**src/hw/cdv_pkg.sv**
```systemverilog
// Constants, types and helpers shared by the cable diagnostic block
package cdv_pkg;

  // ----------------------------------------------------------------
  // Register indices and byte addresses
  // ----------------------------------------------------------------
  localparam logic [5:0] IDX_WIN_BOUNDS = 6'h17;
  localparam logic [5:0] IDX_PEAK_RES   = 6'h18;
  localparam logic [5:0] IDX_THR_RES    = 6'h19;
  localparam logic [5:0] IDX_VAR_CTRL   = 6'h1A;
  localparam logic [5:0] IDX_VAR_DATA   = 6'h1B;

  // ----------------------------------------------------------------
  // Field positions and reset values
  // ----------------------------------------------------------------
  localparam int         WIN_START_LSB  = 8;
  localparam int         PEAK_VAL_LSB   = 8;
  localparam int         THR_MET_BIT    = 8;
  localparam int         VAR_RDY_BIT    = 15;
  localparam int         VAR_FRZ_BIT    = 3;
  localparam int         VAR_SEL_LSB    = 1;
  localparam int         VAR_EN_BIT     = 0;
  localparam logic [7:0] WIN_START_RST  = 8'h00;
  localparam logic [7:0] WIN_STOP_RST   = 8'hFF;
  localparam logic [1:0] VAR_SEL_RST    = 2'h0;
  localparam logic [5:0] SAMPLE_MIN     = 6'h00;
  localparam logic [5:0] SAMPLE_MAX     = 6'h3F;
  localparam logic [7:0] TIME_LAST      = 8'hFF;

  // ----------------------------------------------------------------
  // Timing
  // ----------------------------------------------------------------
  localparam int unsigned CLK_PERIOD_NS   = 8;
  localparam int unsigned VAR_UNIT_NS     = 1048576;
  localparam int unsigned VAR_UNIT_CYCLES = VAR_UNIT_NS / CLK_PERIOD_NS;
  localparam int unsigned VAR_UNITS_STEP  = 2;

  // ----------------------------------------------------------------
  // Types
  // ----------------------------------------------------------------
  typedef enum logic [1:0] {
    CDV_CAP_IDLE = 2'b00,
    CDV_CAP_RUN  = 2'b01,
    CDV_CAP_DONE = 2'b10
  } cdv_cap_e;

  // ----------------------------------------------------------------
  // Helpers
  // ----------------------------------------------------------------
  function automatic logic cdv_hit(input logic [7:0] addr,
                                   input logic [5:0] idx);
    cdv_hit = (addr == {idx, 2'b00});
  endfunction : cdv_hit

  function automatic logic [31:0] cdv_period_len(input logic [1:0]  sel,
                                                 input int unsigned unit);
    cdv_period_len = 32'(unit) * 32'(VAR_UNITS_STEP) * ({30'h0, sel} + 32'h1);
  endfunction : cdv_period_len

endpackage : cdv_pkg

```
**src/hw/cdv_var_acc.sv**
```systemverilog
// Variance period timer and sum of squares accumulator
module cdv_var_acc
  import cdv_pkg::*;
#(
  parameter int unsigned UNIT_CYC = VAR_UNIT_CYCLES
) (
  input  wire logic        clk,
  input  wire logic        rst_n,
  input  wire logic        enable,
  input  wire logic        restart,
  input  wire logic [1:0]  period_sel,
  input  wire logic [7:0]  sample,
  input  wire logic        sample_valid,
  output logic             sum_done,
  output logic [31:0]      sum
);

  logic [31:0] tick_r;
  logic [31:0] acc_r;
  logic [31:0] sum_r;
  logic        done_r;
  logic [15:0] sq;
  logic [32:0] acc_add;
  logic        last;

  // ----------------------------------------------------------------
  // Square and saturating add
  // ----------------------------------------------------------------
  // squared receiver error
  assign sq      = 16'($signed(sample) * $signed(sample));
  assign acc_add = {1'b0, acc_r} + {17'h0, sq};
  // period in units of 2^17 cycles
  assign last    = (tick_r == cdv_period_len(period_sel, UNIT_CYC) - 32'h1);

  // ----------------------------------------------------------------
  // Period timer
  // ----------------------------------------------------------------
  always_ff @(posedge clk or negedge rst_n) begin
    if (!rst_n) begin
      tick_r <= 32'h0;
      acc_r  <= 32'h0;
      done_r <= 1'b0;
      sum_r  <= 32'h0;
    end else if (!enable || restart) begin
      tick_r <= 32'h0;
      acc_r  <= 32'h0;
      done_r <= 1'b0;
    end else begin
      done_r <= last;
      if (last) begin
        tick_r <= 32'h0;
        acc_r  <= 32'h0;
        // Last cycle's sample is left out; its valid is never looked at
        sum_r  <= acc_r;
      end else begin
        tick_r <= tick_r + 32'h1;
        if (sample_valid) begin
          acc_r <= acc_add[32] ? 32'hFFFFFFFF : acc_add[31:0];
        end
      end
    end
  end

  assign sum_done = done_r;
  assign sum      = sum_r;

endmodule : cdv_var_acc

```
**src/hw/cdv_top.sv**
```systemverilog
// Reflectometry capture and variance control behind an AHB-Lite slave
//
// Chosen here: the AHB-Lite register port.
module cdv_top
  import cdv_pkg::*;
#(
  parameter int unsigned UNIT_CYC = VAR_UNIT_CYCLES
) (
  input  wire logic        hclk,
  input  wire logic        hresetn,
  input  wire logic        hsel,
  input  wire logic [7:0]  haddr,
  input  wire logic [1:0]  htrans,
  input  wire logic        hwrite,
  input  wire logic [2:0]  hsize,
  input  wire logic [31:0] hwdata,
  input  wire logic        hready,
  output logic             hreadyout,
  output logic             hresp,
  output logic [31:0]      hrdata,
  input  wire logic        send_pulse_bit,
  input  wire logic        min_mode_select,
  input  wire logic [5:0]  rx_threshold,
  input  wire logic [5:0]  reflect_sample,
  output logic             pulse_launch,
  output logic             capture_busy,
  output logic             capture_done,
  input  wire logic [7:0]  rx_var_sample,
  input  wire logic        rx_var_valid
);

  // ----------------------------------------------------------------
  // Declarations
  // ----------------------------------------------------------------
  logic        acc_phase;
  logic        rd_acc;
  logic        wr_pend_r;
  logic [7:0]  wr_addr_r;
  logic        wr_win;
  logic        wr_vctl;
  logic        rd_data_acc;
  logic [31:0] rdata_nxt;
  logic [31:0] hrdata_r;

  logic [7:0]  win_start_r;
  logic [7:0]  win_start_nxt;
  logic [7:0]  win_stop_r;
  logic [7:0]  win_stop_nxt;

  logic        send_d_r;
  logic        launch;
  cdv_cap_e    cap_state_r;
  logic [7:0]  win_time_r;
  logic        in_window;
  logic        mode_r;
  logic [5:0]  thr_r;
  logic        seen_r;
  logic        better;
  logic        meets;
  logic [5:0]  peak_val_r;
  logic [7:0]  peak_time_r;
  logic        thr_met_r;
  logic [7:0]  thr_time_r;
  logic        last_time;

  logic        var_en_r;
  logic        var_en_nxt;
  logic [1:0]  var_sel_r;
  logic [1:0]  var_sel_nxt;
  logic        var_frz_r;
  logic        var_frz_nxt;
  logic        var_rdy_r;
  logic        var_restart;
  logic        sum_done;
  logic [31:0] sum;
  logic [31:0] var_data_r;
  logic        half_r;
  logic        second_read;

  // ----------------------------------------------------------------
  // AHB-Lite slave
  // ----------------------------------------------------------------
  // Zero wait states; every answer is OKAY
  assign hreadyout = 1'b1;
  assign hresp     = 1'b0;
  assign hrdata    = hrdata_r;

  assign acc_phase = hsel && htrans[1] && hready;
  assign rd_acc    = acc_phase && !hwrite;

  always_ff @(posedge hclk or negedge hresetn) begin
    if (!hresetn) begin
      wr_pend_r <= 1'b0;
      wr_addr_r <= 8'h00;
    end else begin
      wr_pend_r <= acc_phase && hwrite;
      if (acc_phase) begin
        wr_addr_r <= haddr;
      end
    end
  end

  assign wr_win  = wr_pend_r && cdv_hit(wr_addr_r, IDX_WIN_BOUNDS);
  assign wr_vctl = wr_pend_r && cdv_hit(wr_addr_r, IDX_VAR_CTRL);

  // ----------------------------------------------------------------
  // Window bounds register
  // ----------------------------------------------------------------
  // start and stop fields, read/write
  always_comb begin
    win_start_nxt = win_start_r;
    win_stop_nxt  = win_stop_r;
    if (wr_win) begin
      win_start_nxt = hwdata[WIN_START_LSB +: 8];
      win_stop_nxt  = hwdata[7:0];
    end
  end

  always_ff @(posedge hclk or negedge hresetn) begin
    if (!hresetn) begin
      win_start_r <= WIN_START_RST;
      win_stop_r  <= WIN_STOP_RST;
    end else begin
      win_start_r <= win_start_nxt;
      win_stop_r  <= win_stop_nxt;
    end
  end

  // ----------------------------------------------------------------
  // Capture sequencer
  // ----------------------------------------------------------------
  // rising send bit launches the pulse
  assign launch = send_pulse_bit && !send_d_r && (cap_state_r == CDV_CAP_IDLE);

  always_ff @(posedge hclk or negedge hresetn) begin
    if (!hresetn) begin
      send_d_r <= 1'b0;
    end else begin
      send_d_r <= send_pulse_bit;
    end
  end

  // window test is inclusive at both ends
  assign in_window = (win_time_r >= win_start_r) && (win_time_r <= win_stop_r);
  // a stop below start simply evaluates nothing
  assign last_time = (win_time_r == win_stop_r) || (win_time_r == TIME_LAST);

  always_ff @(posedge hclk or negedge hresetn) begin
    if (!hresetn) begin
      cap_state_r <= CDV_CAP_IDLE;
      win_time_r  <= 8'h00;
      mode_r      <= 1'b0;
      thr_r       <= 6'h00;
    end else begin
      case (cap_state_r)
        CDV_CAP_IDLE: begin
          if (launch) begin
            win_time_r  <= 8'h00;
            mode_r      <= min_mode_select;
            thr_r       <= rx_threshold;
            cap_state_r <= CDV_CAP_RUN;
          end
        end
        CDV_CAP_RUN: begin
          // one count per 8 ns clock
          if (last_time) begin
            cap_state_r <= CDV_CAP_DONE;
          end else begin
            win_time_r <= win_time_r + 8'h01;
          end
        end
        CDV_CAP_DONE: begin
          // Wait for the send bit to drop so one write gives one shot
          if (!send_pulse_bit) begin
            cap_state_r <= CDV_CAP_IDLE;
          end
        end
        default: begin
          cap_state_r <= CDV_CAP_IDLE;
        end
      endcase
    end
  end

  assign pulse_launch = launch;
  assign capture_busy = (cap_state_r == CDV_CAP_RUN);
  // done pulse clears the send bit
  assign capture_done = (cap_state_r == CDV_CAP_RUN) && last_time;

  // ----------------------------------------------------------------
  // Peak and threshold detection
  // ----------------------------------------------------------------
  // strict compare keeps the first extreme
  assign better = mode_r ? (reflect_sample < peak_val_r)
                         : (reflect_sample > peak_val_r);
  // above threshold in max mode, below in min mode
  assign meets  = mode_r ? (reflect_sample < thr_r)
                         : (reflect_sample > thr_r);

  always_ff @(posedge hclk or negedge hresetn) begin
    if (!hresetn) begin
      seen_r      <= 1'b0;
      peak_val_r  <= 6'h00;
      peak_time_r <= 8'h00;
      thr_met_r   <= 1'b0;
      thr_time_r  <= 8'h00;
    end else if (launch) begin
      // Old results are wiped at launch, not kept across shots
      seen_r      <= 1'b0;
      peak_val_r  <= min_mode_select ? SAMPLE_MAX : SAMPLE_MIN;
      peak_time_r <= 8'h00;
      thr_met_r   <= 1'b0;
      thr_time_r  <= 8'h00;
    end else if (capture_busy && in_window) begin
      seen_r <= 1'b1;
      // later equal samples leave the time alone
      if (!seen_r || better) begin
        peak_val_r  <= reflect_sample;
        peak_time_r <= win_time_r;
      end
      // flag set on any meeting sample
      // time of the first one only
      if (meets && !thr_met_r) begin
        thr_met_r  <= 1'b1;
        thr_time_r <= win_time_r;
      end
    end
  end

  // ----------------------------------------------------------------
  // Variance control register
  // ----------------------------------------------------------------
  assign rd_data_acc = rd_acc && cdv_hit(haddr, IDX_VAR_DATA);
  assign second_read = rd_data_acc && half_r;

  always_comb begin
    var_en_nxt  = var_en_r;
    var_sel_nxt = var_sel_r;
    var_frz_nxt = var_frz_r;
    // freeze drops after the second read
    if (second_read) begin
      var_frz_nxt = 1'b0;
    end
    if (wr_vctl) begin
      var_en_nxt  = hwdata[VAR_EN_BIT];
      var_sel_nxt = hwdata[VAR_SEL_LSB +: 2];
      var_frz_nxt = hwdata[VAR_FRZ_BIT];
    end
  end

  always_ff @(posedge hclk or negedge hresetn) begin
    if (!hresetn) begin
      var_en_r  <= 1'b0;
      var_sel_r <= VAR_SEL_RST;
      var_frz_r <= 1'b0;
    end else begin
      var_en_r  <= var_en_nxt;
      var_sel_r <= var_sel_nxt;
      var_frz_r <= var_frz_nxt;
    end
  end

  // any write of the control register restarts
  assign var_restart = wr_vctl;

  // fed by the 100-Mb receiver samples
  cdv_var_acc #(
    .UNIT_CYC     (UNIT_CYC)
  ) u_acc (
    .clk          (hclk),
    .rst_n        (hresetn),
    .enable       (var_en_r),
    .restart      (var_restart),
    .period_sel   (var_sel_r),
    .sample       (rx_var_sample),
    .sample_valid (rx_var_valid),
    .sum_done     (sum_done),
    .sum          (sum)
  );

  // ----------------------------------------------------------------
  // Variance data and ready flag
  // ----------------------------------------------------------------
  always_ff @(posedge hclk or negedge hresetn) begin
    if (!hresetn) begin
      var_data_r <= 32'h0;
      var_rdy_r  <= 1'b0;
    end else begin
      if (sum_done && !var_frz_r) begin
        var_data_r <= sum;
      end
      // new sum sets ready, set beats clear
      if (sum_done && !var_frz_r) begin
        var_rdy_r <= 1'b1;
      end else if (second_read) begin
        var_rdy_r <= 1'b0;
      end
    end
  end

  // Any other transfer breaks the read pair
  always_ff @(posedge hclk or negedge hresetn) begin
    if (!hresetn) begin
      half_r <= 1'b0;
    end else if (rd_data_acc) begin
      half_r <= !half_r;
    end else if (acc_phase) begin
      half_r <= 1'b0;
    end
  end

  // ----------------------------------------------------------------
  // Read mux
  // ----------------------------------------------------------------
  // Uses next values so a read right after a write sees it
  always_comb begin
    rdata_nxt = 32'h0;
    if (cdv_hit(haddr, IDX_WIN_BOUNDS)) begin
      rdata_nxt[15:0] = {win_start_nxt, win_stop_nxt};
    end else if (cdv_hit(haddr, IDX_PEAK_RES)) begin
      rdata_nxt[13:0] = {peak_val_r, peak_time_r};
    end else if (cdv_hit(haddr, IDX_THR_RES)) begin
      rdata_nxt[THR_MET_BIT:0] = {thr_met_r, thr_time_r};
    end else if (cdv_hit(haddr, IDX_VAR_CTRL)) begin
      rdata_nxt[VAR_RDY_BIT] = var_rdy_r;
      rdata_nxt[3:0]         = {var_frz_nxt, var_sel_nxt, var_en_nxt};
    end else if (cdv_hit(haddr, IDX_VAR_DATA)) begin
      // low half first, high half second
      rdata_nxt[15:0] = half_r ? var_data_r[31:16] : var_data_r[15:0];
    end
  end

  // results settle before the send bit clears
  always_ff @(posedge hclk or negedge hresetn) begin
    if (!hresetn) begin
      hrdata_r <= 32'h0;
    end else if (rd_acc) begin
      hrdata_r <= rdata_nxt;
    end
  end

  // Size is not checked; only whole-word transfers are expected
  logic unused_ok;
  assign unused_ok = &{1'b0, hsize, htrans[0]};

endmodule : cdv_top

```
**config.mk**
```make
export PLATFORM = sky130hd
export DESIGN_NAME = cdv_top
export DESIGN_NICKNAME = d
export VERILOG_FILES = /design/src/hw/cdv_pkg.sv /design/src/hw/cdv_var_acc.sv /design/src/hw/cdv_top.sv
export SDC_FILE = /design/constraint.sdc
export NUM_CORES = 1
export LEC_CHECK = 0
export BUFFER_PORTS_ARGS = -buffer_cell sky130_fd_sc_hd__buf_2
export CORE_AREA = 2 2 166 168
export DETAILED_ROUTE_END_ITERATION = 10
export DIE_AREA = 0 0 168 170
export PLACE_DENSITY = 0.68
export SYNTH_ARGS = -nofsm -noshare
export SYNTH_HDL_FRONTEND = slang
export SYNTH_SLANG_ARGS = --single-unit
```
**constraint.sdc**
```tcl
create_clock -name hclk -period 4.3 [get_ports hclk]
set_input_delay 0 -clock hclk [delete_from_list [all_inputs] [get_ports hclk]]
set_output_delay 0 -clock hclk [all_outputs]
set_load 0.05 [all_outputs]
```
==> metrics.yaml <==
drtIter0Drc: 629
p_leak_nw: 8.07
drive_above_1_share_pct: 27.6
nFillCells: 2168
path_class: "input pin to flop"
relSlewSlack_pct: 29.9
worstMarginPinSlew_ns: 1.05
grt_max_degree: 122
ir_worst_vdd_mv: 0.684
syn_inst: 1306
post-route-util_pct: 61.7
routed_via_density: 5.39
setup_ws_ns: -0.790
max_cap_viol_count: 0
ant_nets: 0
synth_top_area_cell: "dfrtp_1"
gp_congestion: 0.853
rsz0062_at_grt: "true"
cts_buffer_depth: 3
synth.most_common_cell: "dfrtp_1"
clock_skew_ns: 0.0115
grt_util_all_layers_pct: 22.0
hold_ws_ns: 0.0880
htreeDepth: 1
async_flop_share_pct: 100
syn-cell-area_um2: 13200
core-area_um2: 26700
drc: 0
arrival_ns: 5.50
finalHoldViolCount: 0
start_kind: "input pin"
rows: 60
reg2reg_slack_ns: 1.24
slew_viol_final: 0
synth_edf_count: 0
yosysWarningCount: 0
grt_pass1_wl_um: 51400
dpl.hpwl_um: 21900
die_h_um: 170
drt-total-wl_um: 30700
internal_power_mw: 8.00
port_buffers: 71
clk_pin_slew_ns: 0.06
tns_ns: -22.72
clock_power_share_pct: 16.7
violations: "negative setup slack"
ios: 110
wl_per_cell_um: 16.4
drtPass1Iterations: 7
hold_path_class: "input pin to flop"
setup_viol: 32
cts_sinks: 218
root_buffer: "clkbuf_16"
worstPathRequired_ns: 4.71
grt_pass1_vias: 10400
synth.yosys.seq_area_share_pct: 41.3
power_frac_seq_pct: 20.0
synth_cell_types: 79
yosys_register_bits: 218
insertion_delay_ns: 0.52
start_util_pct: 49.7
synth.top_cell.area_share_pct: 39.7
dp_slack_ns: -1.56
path_max_fanout: 6
fin_nets: 1711
num_antenna_cells: 0
switching_share_pct: 38.8
antenna_found_initial: 0
power_switching_mw: 5.08
status: "complete, but fails checks"
dieArea_um2: 28600
synthFlopType: "dfrtp_1"
min_period_over_period_pct: 118
period_needed_ns: 5.09
overflow: 0
p_comb_share_pct: 63.3
cp-end-kind: "flop"
syn_area_per_cell_um2: 10.1
fmax_ghz: 0.196
numCtsBuffers: 24
synthTopCellsByArea: "dfrtp_1 40%, ha_1 7.3%, mux2_2 6.7%, fa_1 6.5%, inv_1 3.6%"
num_vias: 10100
synth_top_cells_by_count: "210 x dfrtp_1, 126 x inv_1, 110 x nor2_1"
cts_tree: "yes"
area_growth_pct: 24.3
power_density_nw_per_um2: 795
dieWidth_um: 168
[worst max-delay path: stages]
cell and delay, ns:
clkbuf_4 0.15, and2_4 0.17, ha_4 0.26, a21oi_1 0.08, fa_1 0.51, inv_1 0.04, ha_1 0.27, inv_1 0.05
fa_1 0.52, inv_1 0.06, fa_2 0.35, a21o_1 0.18, a21oi_2 0.16, o21bai_2 0.08, a2111o_1 0.45, a31o_2 0.22
a21oi_2 0.18, xnor2_2 0.13, ha_1 0.26, a21oi_4 0.17, o21a_1 0.19, nand3_2 0.11, o21ai_4 0.20, nor4_4 0.08
or4b_4 0.50, o211a_1 0.14
[per-layer routing]
metal / vias up / routed length [um] / track usage [%]
li1: 4891 / - / -
met3: 51 / 1020 / 1.93
met5: - / 0 / 0
met4: 0 / 818 / 6.73
met1: 4979 / 13500 / 28.7
met2: 195 / 15400 / 39.2
[kinds of logic (layout without fill, tap and decap cells)]
kind of cell | Yosys count | count (layout) | share of synthesized area (%)
AO/OA/AOI/OAI | 218 | 218 | 11.0
AND/OR/NAND/NOR | 380 | 380 | 14.2
other | 2 | 18 | 0.0567
adder cells (fa/ha/maj) | 120 | 120 | 13.8
multiplexers | 110 | 110 | 9.08
XOR/XNOR | 69 | 69 | 4.56
buffers and inverters | 189 | 403 | 6.09
flip-flops | 218 | 218 | 41.3
[final timing paths]
check                                 startpoint                to  depth (start not counted)
min in group asynchronous                hresetn  u_acc.tick_r[11]                          2
worst min register to register   u_acc.tick_r[0]   u_acc.tick_r[0]                          1
worst max-delay path            rx_var_sample[0]   u_acc.acc_r[19]                         26
worst max register to register     win_stop_r[1]     peak_val_r[3]                          8
worst min-delay path                rx_var_valid    u_acc.acc_r[1]                          3
max in group asynchronous                hresetn          thr_r[0]                          3
[registers in the layout, indices dropped and copies added, names as in the netlist, 8 cells and up]
signal / count
u_acc.tick_r: 32
thr_time_r: 8
win_stop_r: 8
hrdata: 16
u_acc.sum: 32
win_time_r: 8
wr_addr_r: 8
u_acc.acc_r: 32
var_data_r: 32
win_start_r: 8
peak_time_r: 8
[area by class of cell]
| class | instances | area (um^2) | share of cell area [%] |
|---|---|---|---|
| multi-input combinational | 915 | 7480 | 45.5 |
| sequential | 218 | 5470 | 33.2 |
| timing repair buffer | 233 | 1760 | 10.7 |
| clock buffer | 29 | 661 | 4.01 |
| inverter | 126 | 473 | 2.87 |
| tap | 341 | 427 | 2.59 |
| clock inverter | 15 | 189 | 1.15 |
[through the flow]
stage	total power, mW	cells	instance area, um^2
after floorplan	6.91	1322	13400
final	13.1	1877	16500
after detailed placement	9.53	1774	14700
after global placement	9.33	1774	14700
after global routing	14.0	1877	16500
after CTS	12.8	1872	16300
[cell usage in the layout, fill, tap and decap left out, types with 7 or more instances in the layout]
cell type	netlist	routed
a31oi_1	18	16
dfstp_2	8	8
dfrtp_1	210	210
nor2_1	110	106
buf_4	20	113
nor3_1	22	22
a21oi_1	37	29
mux2i_1	29	29
nand4_1	14	14
nand2b_1	9	8
dlygate4sd3_1	0	40
buf_6	2	12
nor2b_1	15	11
clkbuf_16	0	25
buf_2	6	64
ha_1	77	68
o21a_1	8	8
fa_1	43	42
mux2_2	79	79
inv_1	126	120
a21oi_2	0	7
conb_1	2	18
ha_4	0	7
a21o_1	11	11
o21ai_0	67	63
and3_1	16	15
xor2_1	27	27
nand2_1	99	94
nand3_1	39	37
o22ai_1	17	11
and2_1	18	13
xnor2_1	42	39
[timing repair]
item                                   CTS  global route
hold buffers                            40             0
gates cloned                             1             0
pin swaps                               58            21
gates resized for setup                 72            18
buffers inserted                        13             5
setup endpoints to repair               32            32
endpoints found under the hold margin  166             0
[power by group through the flow]
stage	logic (mW)	registers (mW)	clock network, mW
after global placement	6.70	2.62	0
after CTS	7.95	2.60	2.21
final	8.28	2.62	2.18
after floorplan	4.32	2.59	0
after detailed placement	6.90	2.63	0
after global routing	9.09	2.65	2.30
No activity file was read; power rests on OpenSTA's default activity.
